<file path="src/verilog/wdgo_pkg.sv">
// constants, offsets and reset values for the watchdog, gate, pwm and vid option bank
package wdgo_pkg;

    ////////////////////////////////////////////////////////////////////////////
    // register indices; the byte address is four times the index
    localparam logic [7:0]  IDX_WDT_ACTION   = 8'h6b;
    localparam logic [7:0]  IDX_GATE_OPTION  = 8'h6c;
    localparam logic [7:0]  IDX_TEST         = 8'h6d;
    localparam logic [7:0]  IDX_VOLTAGE_ID_VALUE    = 8'h6e;
    localparam logic [7:0]  IDX_VID_CONTROL  = 8'h6f;
    localparam logic [7:0]  IDX_RECOVERY     = 8'h5f;

    ////////////////////////////////////////////////////////////////////////////
    // reset values
    localparam logic [7:0]  RST_WDT_ACTION   = 8'h00;
    localparam logic [7:0]  RST_GATE_OPTION  = 8'h00;
    localparam logic [7:0]  RST_TEST         = 8'h00;
    localparam logic [7:0]  RST_VOLTAGE_ID_VALUE    = 8'h00;
    localparam logic        RST_VOLTAGE_ID_DIRECTION      = 1'b1;
    localparam logic        RST_FAN_START    = 1'b0;

    ////////////////////////////////////////////////////////////////////////////
    // field positions
    localparam int          WDT_PULSE_BIT    = 0;
    localparam int          WDT_GPIO_LSB     = 1;
    localparam logic [7:0]  WDT_USED_MASK    = 8'h1f;
    localparam int          GATE_MODE_BIT    = 7;
    localparam int          GATE_LOCK_BIT    = 6;
    localparam int          DUTY_FIRST_LSB   = 0;
    localparam int          DUTY_SECOND_LSB  = 2;
    localparam int          DUTY_THIRD_LSB   = 4;
    localparam int          VOLTAGE_ID_DIRECTION_BIT      = 1;
    localparam int          REC_START_BIT    = 0;
    localparam int          REC_RUN_BIT      = 1;

    ////////////////////////////////////////////////////////////////////////////
    // recovery duty cycles in percent
    localparam logic [6:0]  DUTY_PCT_00      = 7'h64;
    localparam logic [6:0]  DUTY_PCT_01      = 7'h46;
    localparam logic [6:0]  DUTY_PCT_10      = 7'h3c;
    localparam logic [6:0]  DUTY_PCT_11      = 7'h32;

    ////////////////////////////////////////////////////////////////////////////
    // timing: power-good pulse length
    localparam int          CLK_PERIOD_NS    = 10;
    localparam int          PG_PULSE_NS      = 1000;
    localparam int          PG_PULSE_CYC     = (PG_PULSE_NS + CLK_PERIOD_NS - 1) / CLK_PERIOD_NS;

    ////////////////////////////////////////////////////////////////////////////
    // select code to percent
    function automatic logic [6:0] wdgo_duty_pct(input logic [1:0] code);
        logic [6:0] pct;
        pct = DUTY_PCT_00;
        unique case (code)
            2'b00: pct = DUTY_PCT_00;
            2'b01: pct = DUTY_PCT_01;
            2'b10: pct = DUTY_PCT_10;
            2'b11: pct = DUTY_PCT_11;
        endcase
        return pct;
    endfunction

endpackage : wdgo_pkg

</file>
<file path="src/verilog/wdgo_pulse.sv">
// fixed-length pulse generator for the power-good outputs
module wdgo_pulse
    import wdgo_pkg::*;
#(
    parameter int LEN = PG_PULSE_CYC
) (
    input  wire logic clk,
    input  wire logic srst,
    input  wire logic start,
    output logic      pulse,
    output logic      busy
);

    localparam int CW = $clog2(LEN + 1);

    logic [CW-1:0] cnt_q;
    logic [CW-1:0] cnt_d;
    logic          pulse_q;
    logic          pulse_d;

    // next count: a start while idle loads the length minus one, otherwise count down to zero
    always_comb begin
        cnt_d   = cnt_q;
        pulse_d = pulse_q;
        if (start && !pulse_q) begin
            cnt_d   = CW'(LEN - 1);
            pulse_d = 1'b1;
        end else if (pulse_q) begin
            if (cnt_q == '0) begin
                pulse_d = 1'b0;
            end else begin
                cnt_d = cnt_q - CW'(1);
            end
        end
    end

    // register stage
    always_ff @(posedge clk) begin
        if (srst) begin
            cnt_q   <= '0;
            pulse_q <= 1'b0;
        end else begin
            cnt_q   <= cnt_d;
            pulse_q <= pulse_d;
        end
    end

    assign pulse = pulse_q;
    assign busy  = pulse_q;

endmodule // wdgo_pulse

</file>
<file path="src/verilog/wdgo_top.sv">
// option register bank: watchdog expiry actions, standby gate, fan recovery, vid pins
//
// Summary of operation
// - expiry pulses both power-good outputs when enabled
// - bits 1-3 toggle first three gpio polarities if output
// - fourth enable toggles fourth gpio polarity if output
// - gate bit 7 clear: second gate copies first, set: second gate takes the alternative input
// - lock bit 6 freezes bits 7:6 until reset
// - both resets clear the lock bit
// - battery reset clears gate register; standby keeps all but the lock bit
// - after ac failure start is 0, recovery duty
// - duty codes 100, 70, 60, 50 percent
// - duty fields at 5:4, 3:2, 1:0
// - voltage_id_value reads pin states as inputs
// - vid outputs driven from written value
// - direction bit: 0 output, 1 input
module wdgo_top
    import wdgo_pkg::*;
#(
    parameter int PULSE_LEN = PG_PULSE_CYC,
    parameter int VID_W     = 8
) (
    input  wire logic             clk,
    input  wire logic             srst,
    input  wire logic             batt_por,
    // wishbone classic slave
    input  wire logic             wb_cyc_i,
    input  wire logic             wb_stb_i,
    input  wire logic             wb_we_i,
    input  wire logic [9:0]       wb_adr_i,
    input  wire logic [3:0]       wb_sel_i,
    input  wire logic [31:0]      wb_dat_i,
    output logic      [31:0]      wb_dat_o,
    output logic                  wb_ack_o,
    // watchdog side
    input  wire logic             watchdog_timer_expired,
    input  wire logic [3:0]       general_output_config,
    output logic                  main_power_good_pulse,
    output logic                  cpu_power_good_pulse,
    output logic                  wd_gpio_first_toggle,
    output logic                  wd_gpio_second_toggle,
    output logic                  wd_gpio_third_toggle,
    output logic                  wd_gpio_fourth_toggle,
    // standby gates
    input  wire logic             standby_gate_first,
    input  wire logic             standby_gate_second_alt,
    output logic                  standby_gate_second,
    // fan recovery
    input  wire logic             ac_power_fail,
    input  wire logic             power_good_input,
    output logic                  fan_recovery_active,
    output logic      [6:0]       fan_pwm_first_duty,
    output logic      [6:0]       fan_pwm_second_duty,
    output logic      [6:0]       fan_pwm_third_duty,
    // voltage identification pins
    input  wire logic [VID_W-1:0] voltage_id_pins_in,
    output logic      [VID_W-1:0] voltage_id_pins_out,
    output logic      [VID_W-1:0] voltage_id_pins_oe
);

    ////////////////////////////////////////////////////////////////////////////
    // state
    logic [7:0]       wdt_act_q,  wdt_act_d;
    logic [7:0]       gate_q,     gate_d;
    logic [7:0]       test_q,     test_d;
    logic [VID_W-1:0] vid_val_q,  vid_val_d;
    logic             voltage_id_direction_q,  voltage_id_direction_d;
    logic             start_q,    start_d;
    logic             rec_wait_q, rec_wait_d;
    logic             rec_run_q,  rec_run_d;
    logic             exp_prev_q;
    logic             ack_q,      ack_d;
    logic [31:0]      dat_q,      dat_d;
    logic [3:0]       tog_q,      tog_d;
    logic             gate2_q,    gate2_d;
    logic [6:0]       duty1_q, duty2_q, duty3_q;
    logic [6:0]       duty1_d, duty2_d, duty3_d;
    logic [VID_W-1:0] vid_oe_q,   vid_oe_d;

    logic             req;
    logic             wr;
    logic [7:0]       idx;
    logic             exp_rise;
    logic             pg_start;
    logic             pg_busy;
    logic             pg_pulse;

    ////////////////////////////////////////////////////////////////////////////
    // bus decode: index is the word address
    assign idx      = wb_adr_i[9:2];
    assign req      = wb_cyc_i && wb_stb_i && !ack_q;
    assign wr       = req && wb_we_i && wb_sel_i[0];
    assign exp_rise = watchdog_timer_expired && !exp_prev_q;
    assign pg_start = exp_rise && wdt_act_q[WDT_PULSE_BIT];

    // read mux
    function automatic logic [7:0] rd_byte(input logic [7:0] i);
        logic [7:0] v;
        v = 8'h00;
        unique case (i)
            IDX_WDT_ACTION:  v = wdt_act_q & WDT_USED_MASK;
            IDX_GATE_OPTION: v = gate_q;
            IDX_TEST:        v = test_q;
            IDX_VOLTAGE_ID_VALUE:   v = 8'(voltage_id_direction_q ? voltage_id_pins_in : vid_val_q);
            IDX_VID_CONTROL: v = {6'h00, voltage_id_direction_q, 1'b0};
            IDX_RECOVERY:    v = {6'h00, rec_run_q, start_q};
            default:         v = 8'h00;
        endcase
        return v;
    endfunction

    ////////////////////////////////////////////////////////////////////////////
    // register file next values
    always_comb begin
        wdt_act_d = wdt_act_q;
        gate_d    = gate_q;
        test_d    = test_q;
        vid_val_d = vid_val_q;
        voltage_id_direction_d = voltage_id_direction_q;
        ack_d     = req;
        dat_d     = 32'h0000_0000;
        if (req && !wb_we_i) begin
            dat_d = {24'h00_0000, rd_byte(idx)};
        end
        if (wr) begin
            unique case (idx)
                IDX_WDT_ACTION: begin
                    wdt_act_d = wb_dat_i[7:0] & WDT_USED_MASK;
                end
                IDX_GATE_OPTION: begin
                    gate_d[5:0] = wb_dat_i[5:0];
                    if (!gate_q[GATE_LOCK_BIT]) begin
                        gate_d[7:6] = wb_dat_i[7:6];
                    end
                end
                IDX_TEST: begin
                    test_d = wb_dat_i[7:0];
                end
                IDX_VOLTAGE_ID_VALUE: begin
                    vid_val_d = wb_dat_i[VID_W-1:0];
                end
                IDX_VID_CONTROL: begin
                    voltage_id_direction_d = wb_dat_i[VOLTAGE_ID_DIRECTION_BIT];
                end
                default: begin
                end
            endcase
        end
    end

    // battery reset clears gate and test; standby reset only the lock bit
    always_ff @(posedge clk) begin
        if (batt_por) begin
            gate_q <= RST_GATE_OPTION;
            test_q <= RST_TEST;
        end else if (srst) begin
            gate_q[GATE_LOCK_BIT] <= 1'b0;
        end else begin
            gate_q <= gate_d;
            test_q <= test_d;
        end
    end

    // standby-rail registers and bus answer
    always_ff @(posedge clk) begin
        if (srst) begin
            wdt_act_q <= RST_WDT_ACTION;
            vid_val_q <= RST_VOLTAGE_ID_VALUE;
            voltage_id_direction_q <= RST_VOLTAGE_ID_DIRECTION;
            ack_q     <= 1'b0;
            dat_q     <= 32'h0000_0000;
        end else begin
            wdt_act_q <= wdt_act_d;
            vid_val_q <= vid_val_d;
            voltage_id_direction_q <= voltage_id_direction_d;
            ack_q     <= ack_d;
            dat_q     <= dat_d;
        end
    end

    ////////////////////////////////////////////////////////////////////////////
    // watchdog expiry actions, fan recovery, gate and vid outputs
    always_comb begin
        tog_d      = 4'h0;
        start_d    = start_q;
        rec_wait_d = rec_wait_q;
        rec_run_d  = rec_run_q;
        duty1_d    = duty1_q;
        duty2_d    = duty2_q;
        duty3_d    = duty3_q;
        // one toggle pulse per expiry edge, gated by output config
        if (exp_rise) begin
            tog_d = wdt_act_q[WDT_GPIO_LSB +: 4] & general_output_config;
        end
        // software takes over the fans by writing start
        if (wr && idx == IDX_RECOVERY && wb_dat_i[REC_START_BIT]) begin
            start_d   = 1'b1;
            rec_run_d = 1'b0;
        end
        if (rec_wait_q && power_good_input) begin
            rec_wait_d = 1'b0;
            rec_run_d  = 1'b1;
        end
        // a power failure wins over a software start
        if (ac_power_fail) begin
            start_d    = 1'b0;
            rec_wait_d = 1'b1;
            rec_run_d  = 1'b0;
        end
        if (rec_run_d) begin
            duty1_d = wdgo_duty_pct(gate_q[DUTY_FIRST_LSB +: 2]);
            duty2_d = wdgo_duty_pct(gate_q[DUTY_SECOND_LSB +: 2]);
            duty3_d = wdgo_duty_pct(gate_q[DUTY_THIRD_LSB +: 2]);
        end
        // second gate copies the first in mode 0
        gate2_d  = gate_q[GATE_MODE_BIT] ? standby_gate_second_alt : standby_gate_first;
        vid_oe_d = voltage_id_direction_q ? {VID_W{1'b0}} : {VID_W{1'b1}};
    end

    // register stage
    always_ff @(posedge clk) begin
        if (srst) begin
            exp_prev_q <= 1'b0;
            tog_q      <= 4'h0;
            start_q    <= RST_FAN_START;
            rec_wait_q <= 1'b0;
            rec_run_q  <= 1'b0;
            duty1_q    <= DUTY_PCT_00;
            duty2_q    <= DUTY_PCT_00;
            duty3_q    <= DUTY_PCT_00;
            gate2_q    <= 1'b0;
            vid_oe_q   <= {VID_W{1'b0}};
        end else begin
            exp_prev_q <= watchdog_timer_expired;
            tog_q      <= tog_d;
            start_q    <= start_d;
            rec_wait_q <= rec_wait_d;
            rec_run_q  <= rec_run_d;
            duty1_q    <= duty1_d;
            duty2_q    <= duty2_d;
            duty3_q    <= duty3_d;
            gate2_q    <= gate2_d;
            vid_oe_q   <= vid_oe_d;
        end
    end

    ////////////////////////////////////////////////////////////////////////////
    // shared power-good pulse for both outputs
    wdgo_pulse #(
        .LEN   (PULSE_LEN)
    ) u_pulse (
        .clk   (clk),
        .srst  (srst),
        .start (pg_start),
        .pulse (pg_pulse),
        .busy  (pg_busy)
    );

    // outputs
    assign wb_ack_o              = ack_q;
    assign wb_dat_o              = dat_q;
    assign main_power_good_pulse = pg_pulse;
    assign cpu_power_good_pulse  = pg_pulse;
    assign wd_gpio_first_toggle  = tog_q[0];
    assign wd_gpio_second_toggle = tog_q[1];
    assign wd_gpio_third_toggle  = tog_q[2];
    assign wd_gpio_fourth_toggle = tog_q[3];
    assign standby_gate_second   = gate2_q;
    assign fan_recovery_active   = rec_run_q;
    assign fan_pwm_first_duty    = duty1_q;
    assign fan_pwm_second_duty   = duty2_q;
    assign fan_pwm_third_duty    = duty3_q;
    assign voltage_id_pins_out   = vid_val_q;
    assign voltage_id_pins_oe    = vid_oe_q;

    ////////////////////////////////////////////////////////////////////////////
    // checks
    pg_pulse_on_a: assert property (@(posedge clk) disable iff (srst)
        pg_start && !pg_busy |=> main_power_good_pulse && cpu_power_good_pulse)
        else $error("power-good pulse missing after expiry");

    pg_pulse_off_a: assert property (@(posedge clk) disable iff (srst)
        exp_rise && !wdt_act_q[WDT_PULSE_BIT] && !pg_busy |=> !main_power_good_pulse)
        else $error("power-good pulse while disabled");

    gpio_toggle_on_a: assert property (@(posedge clk) disable iff (srst)
        exp_rise && wdt_act_q[1] && general_output_config[0] |=> wd_gpio_first_toggle)
        else $error("first gpio toggle missing");

    fourth_gated_a: assert property (@(posedge clk) disable iff (srst)
        exp_rise && !(wdt_act_q[4] && general_output_config[3]) |=> !wd_gpio_fourth_toggle)
        else $error("fourth gpio toggled while not allowed");

    toggle_once_a: assert property (@(posedge clk) disable iff (srst)
        wd_gpio_fourth_toggle |=> !wd_gpio_fourth_toggle)
        else $error("gpio toggle longer than one cycle");

    gate_copy_a: assert property (@(posedge clk) disable iff (srst)
        !gate_q[GATE_MODE_BIT] && !batt_por |=> standby_gate_second == $past(standby_gate_first))
        else $error("second gate does not follow first");

    lock_hold_a: assert property (@(posedge clk) disable iff (srst)
        gate_q[GATE_LOCK_BIT] && !batt_por |=> $stable(gate_q[7:6]))
        else $error("locked gate bits changed");

    batt_clear_a: assert property (@(posedge clk) disable iff (srst)
        batt_por |=> gate_q == RST_GATE_OPTION)
        else $error("gate register not cleared by battery reset");

    fail_start_a: assert property (@(posedge clk) disable iff (srst)
        ac_power_fail |=> !start_q && !fan_recovery_active)
        else $error("start flag set after power failure");

    voltage_id_direction_a: assert property (@(posedge clk) disable iff (srst)
        !voltage_id_direction_q ##1 !voltage_id_direction_q |-> voltage_id_pins_oe == {VID_W{1'b1}})
        else $error("vid pins not driven in output mode");

    wdt_rsvd_a: assert property (@(posedge clk) disable iff (srst)
        req && !wb_we_i && idx == IDX_WDT_ACTION |=> wb_ack_o && wb_dat_o[7:5] == 3'h0)
        else $error("reserved watchdog bits read nonzero");

    ack_single_a: assert property (@(posedge clk) disable iff (srst)
        wb_ack_o |=> !wb_ack_o)
        else $error("ack held longer than one cycle");

endmodule // wdgo_top

</file>
<file path="config.mk">
export PLATFORM = sky130hd
export DESIGN_NAME = wdgo_top
export DESIGN_NICKNAME = d
export VERILOG_FILES = /design/src/verilog/wdgo_pkg.sv /design/src/verilog/wdgo_pulse.sv /design/src/verilog/wdgo_top.sv
export SDC_FILE = /design/constraint.sdc
export NUM_CORES = 1
export LEC_CHECK = 0
export ABC_AREA = 1
export BUFFER_PORTS_ARGS = -buffer_cell sky130_fd_sc_hd__buf_2
export CAP_MARGIN = 20
export CORE_UTILIZATION = 45
export CTS_BUF_LIST = sky130_fd_sc_hd__clkbuf_4 sky130_fd_sc_hd__clkbuf_8
export CTS_CLUSTER_DIAMETER = 60
export CTS_CLUSTER_SIZE = 28
export DETAILED_ROUTE_END_ITERATION = 7
export MAX_ROUTING_LAYER = met4
export PLACE_DENSITY = 0.84
export RECOVER_POWER = 25
export SLEW_MARGIN = 0
export SYNTH_ARGS = -nofsm -noshare
export SYNTH_HDL_FRONTEND = slang
export SYNTH_SLANG_ARGS = --single-unit
</file>
<file path="constraint.sdc">
create_clock -name clk -period 1.5 [get_ports clk]
set_input_delay 0 -clock clk [delete_from_list [all_inputs] [get_ports clk]]
set_output_delay 0 -clock clk [all_outputs]
set_load 0.005 [all_outputs]
</file>
======== Word level (Yosys, flattened, before mapping) ========
Index checks and enable logic that the tools add are counted.
word-level totals
  output and inout port bits .............. 78
  bits in registers ....................... 109
  bits of input ports ..................... 69
  word-level logic and storage cells ...... 100
operators by class
  bitwise operators ....................... 6
  reduce and logical (&&, ||, !) cells .... 35
  add/sub/neg operators ................... 1
  equal/unequal tests ..................... 16
  mux-type cells .......................... 19
operators by type and width
  operator             count
  $pmux 7 s4           3
  $eq 8x7->1 const B   6
  $pmux 8 s6           1
  $mux 7               3
  $mux 8               2
  $eq 2x2->1 const B   6
  $reduce_and 2->1     6
  $logic_and 1x1->1    11
  $mux 1               10
  $reduce_or 2->1      5
  $logic_not 7->1      1
  $sub 7x1->7 const B  1
  $eq 2x1->1 const B   3
  $logic_not 2->1      3
  $reduce_and 3->1     2
  $not 1->1            5
  $and 4x4->4          1
  $logic_not 1->1      4
  $reduce_and 4->1     1
  $reduce_bool 2->1    2
  $ne 2x1->1 const B   1

======== Logic depth before layout (Yosys ltp) ========
  depth after elaboration ................. 9
  gate-level depth with buffers ........... 11

======== Modules after synthesis ========
From an unflattened synthesis, not the netlist that was laid out.
unflattened totals
  cells, all modules ...................... 488
  area, all modules ....................... 3,583.4 um2
modules (own cells, without submodules)
  module      area each (um2)  cells each  times used
  wdgo_top    3,109.2          418         1
  wdgo_pulse  474.2            70          1

======== Least setup slack after synthesis ========
No wires, ideal clock.
  path kind ............................... reg2reg
  start ................................... register u_pulse.cnt_q[0]
  end ..................................... register u_pulse.cnt_q[5]
  stages on the path, launching flop included .. 11
  buffers on the path ..................... 0
  required time ........................... 1.387 ns
  setup slack ............................. 0.121 ns
  arrival time ............................ 1.266 ns
  cell sequence ........................... dfxtp_1 -> inv_1 -> ha_1 -> inv_1 -> nor2_1 -> a21oi_2 -> nand3_1 -> nand2_1 -> nand2_1 -> o21ai_1 -> inv_1
between the ends
  cells in the longest elaborated chain, start to end .. 4
RTL lines
  item                    line              text
  start, declared         wdgo_pulse.sv:16  logic [CW-1:0] cnt_q;
  start signal, assigned  wdgo_pulse.sv:43  cnt_q <= cnt_d;
  $sub 7x1->7             wdgo_pulse.sv:32  cnt_d = cnt_q - CW'(1);
  $mux 7                  wdgo_pulse.sv:29  if (cnt_q == '0) begin
  $mux 7                  wdgo_pulse.sv:28  end else if (pulse_q) begin
  $mux 7                  wdgo_pulse.sv:25  if (start && !pulse_q) begin
Several ways; a longest one is shown, not always the timed one. The select of a mux whose other input is x is not followed.
A chain may end at the register's enable or synchronous reset.

======== Final worst setup path ========
  start ................................... register u_pulse.cnt_q[0]
  end ..................................... register u_pulse.cnt_q[3]
between the ends
  cells in the longest elaborated chain, start to end .. 3
RTL lines
  item
  parallel branches: the longest is 3 deep, another holds $sub 7x1->7
Parallel ways; which one is timed is not known.

==> flow_summary.toml <==
[outcome]
status = "complete, no violations"

[place]
dp_cells = 654
port_buffers = 90
hpwl_um = 6660
gp_congestion = 0.9198
post-place-ws_ps = -45.19

[floorplan]
rows = 32
dieArea_um2 = 8247
die_height_um = 90.82
start_util_pct = 46.18
die_x_um = 90.82
core_um2 = 7687
num_io_pins = 147

[final_layout]
multi_input_area_um2 = 1685
finalNonFillerCells = 703
final_nets = 667
layout_common_cells = "buf_2 (88), dfxtp_1 (73), nand2_1 (59), nand3_1 (45)"
syn2layout_area_growth_pct = 32.53
drive_gt1_share_pct = 31.11
diodes = 0
layout_commonest_cell = "buf_2"
fill_cells = 672
seq_area_um2 = 1504

[clocking]
cts-root-buf = "clkbuf_8"
clk_path_buf_depth = 2
clk_pin_slew_ps = 80
cts.sinks = 75
cts_buffers = 9
cts_tree = "built"
htreeDepth = 3
clkLatencyLatePin_ps = 340

[global_routing]
grt_pass1_wl_um = 15190
grt_max_degree = 17
grt_overflow_total = 0
grt_pass1_vias = 3296
antenna_found_initial = 0
grt_usage_pct = 23.77

[timing]
rsz0062_at_grt = "yes"
hold_violations = 0
min_period_over_period_pct = 99.37
setup_ws_ps = 9.396
fin_crit_ps = 1491
slew_viol_final = 0
skew_ps = 7.536
finalSetupViolations = 0
fmax_ghz = 0.6709

[synthesis]
synth-seq-cells = 75
avgSynthCellArea_um2 = 7.585
ys_warn_count = 0
ys_seq_area_share_pct = 42.30
syn_inst = 468
syn_area_um2 = 3550
ys_types = 37

[worst_setup_path]
cpPeakStageDelay_ps = 360
path_class = "reg2reg"
cp_slowest_cell = "dfxtp_2"
required_ps = 1770
reg2reg_slack_ps = 9
crit_chain = "inv_4 > ha_4 > inv_4 > nor2_4 > a21oi_4 > nand4_1 > nand2_1 > inv_2 > nor3_2"
path_max_fanout = 6
worstSetupStartpointType = "flip-flop"
arrival_ps = 1760
crit_path_end_kind = "flip-flop"
critPathMostFrequentCell = "inv_4"

[route]
post_drt_via_cell_ratio = 5.026
ant_nets = 0
wl_met1_um = 3928
highest_layer = "met4"
routed_wirelength_um = 9489
wl_met3_um = 603
wl_per_cell_um = 13.50
vias = 3533
drt_iter0_drc = 170
drc = 0
dr.pass1.iters = 5
met2_length_um = 4643

[pwr]
p_leak_nw = 2.189
vdd_ir_drop_max_uv = 480.4
power.density_nw_per_um2 = 883.8

[worst_hold_path]
hold_class = "in2reg"

[job]
maxCapViolCount = 0
## state kept, by name, indices dropped and copies added, names as in the netlist, 5 cells and up
signal and cells:
fan_pwm_first_duty 6, fan_pwm_second_duty 6, fan_pwm_third_duty 6, gate_q 8, test_q 8, u_pulse.cnt_q 7, voltage_id_pins_out 8, wb_dat_o 8
wdt_act_q 5
## critical path, delay by kind of cell (launching register included)
family,cells,cell delay [ps]
AO/OA/AOI/OAI,1,250
adder cells (fa/ha/maj),1,160
buffers and inverters,3,150
flip-flops,1,360
AND/OR/NAND/NOR,4,490
## per-layer routing
layer	global-route usage, %	vias up
met1	28.16	1629
li1	-	1713
met3	3.704	30
met2	39.20	161
met4	11.90	0
met5	-	-
## cells by family (layout without fill, tap and decap cells)
| logic type | count (synthesis) | in the layout | share of synthesized area (%) |
|---|---|---|---|
| AOI/OAI and AO/OA | 98 | 98 | 14.98 |
| xor gates and xnor gates | 1 | 1 | 0.2468 |
| adders and majority gates | 2 | 2 | 0.7049 |
| buffers and inverters | 105 | 212 | 16.11 |
| DFF | 75 | 75 | 42.30 |
| other | 1 | 27 | 0.1056 |
| and+or+nand+nor | 186 | 186 | 25.56 |
## report_power, final
part	leakage (nW)	internal [mW]	total (mW)	switching, mW
sequential	0.607	2.01	2.02	0.0121
combinational	1.47	0.170	0.375	0.205
clock	0.114	1.01	1.76	0.749
total	2.19	3.19	4.16	0.966
## cells in the mapped netlist (all sizes together)
library cell,number,share of area [%]
buf,47,10
and2,1,0.18
a21oi,47,6.9
nand3,52,7.8
conb,1,0.11
nor3,7,1.4
a211oi,2,0.56
nand2,70,8.2
o21a,1,0.21
clkbuf,5,0.53
nor2,51,6.5
nand3b,1,0.56
o21ai,45,6.7
nand4,3,0.53
inv,52,5.5
xor2,1,0.25
a31oi,1,0.18
nor3b,1,0.35
ha,2,0.70
o211ai,2,0.42
clkinv,1,0.11
dfxtp,75,42
## worst paths after layout
kind,endpoint,startpoint,cells after the start
max,u_pulse.cnt_q[3],u_pulse.cnt_q[0],9
min,start_q,wb_sel_i[0],5
max reg2reg,u_pulse.cnt_q[3],u_pulse.cnt_q[0],9
min reg2reg,rec_wait_q,rec_wait_q,2
## layout make-up
class                           instances  area share, %
Clock buffer                           11          3.085
Clock inverter                          5          1.809
Inverter                               53          4.335
Multi-Input combinational cell        314          35.82
Sequential cell                        75          31.97
Tap cell                              102          2.713
Timing Repair Buffer                  143          20.27
## metrics by stage
step	setup TNS [ps]	util, %	total power, mW	hold slack [ps]	cell area [µm²]
after floorplan	0	-	2.278	76.79	3647
after global placement	0	52.23	2.345	197.8	4015
after detailed placement	-45.19	52.23	2.352	192.5	4015
after CTS	0	58.30	4.135	89.52	4482
after global routing	-106.3	61.20	4.336	135.2	4705
final	0	61.20	4.158	122.9	4705
## what timing repair did
action	CTS	global route
setup endpoints to repair	3	33
pin swaps	2	14
buffers inserted	2	9
hold buffers	22	0
cloned	0	0
gates resized for setup	2	43
hold endpoints to repair	32	0
Note: power is estimated with default switching activity, not from simulation.
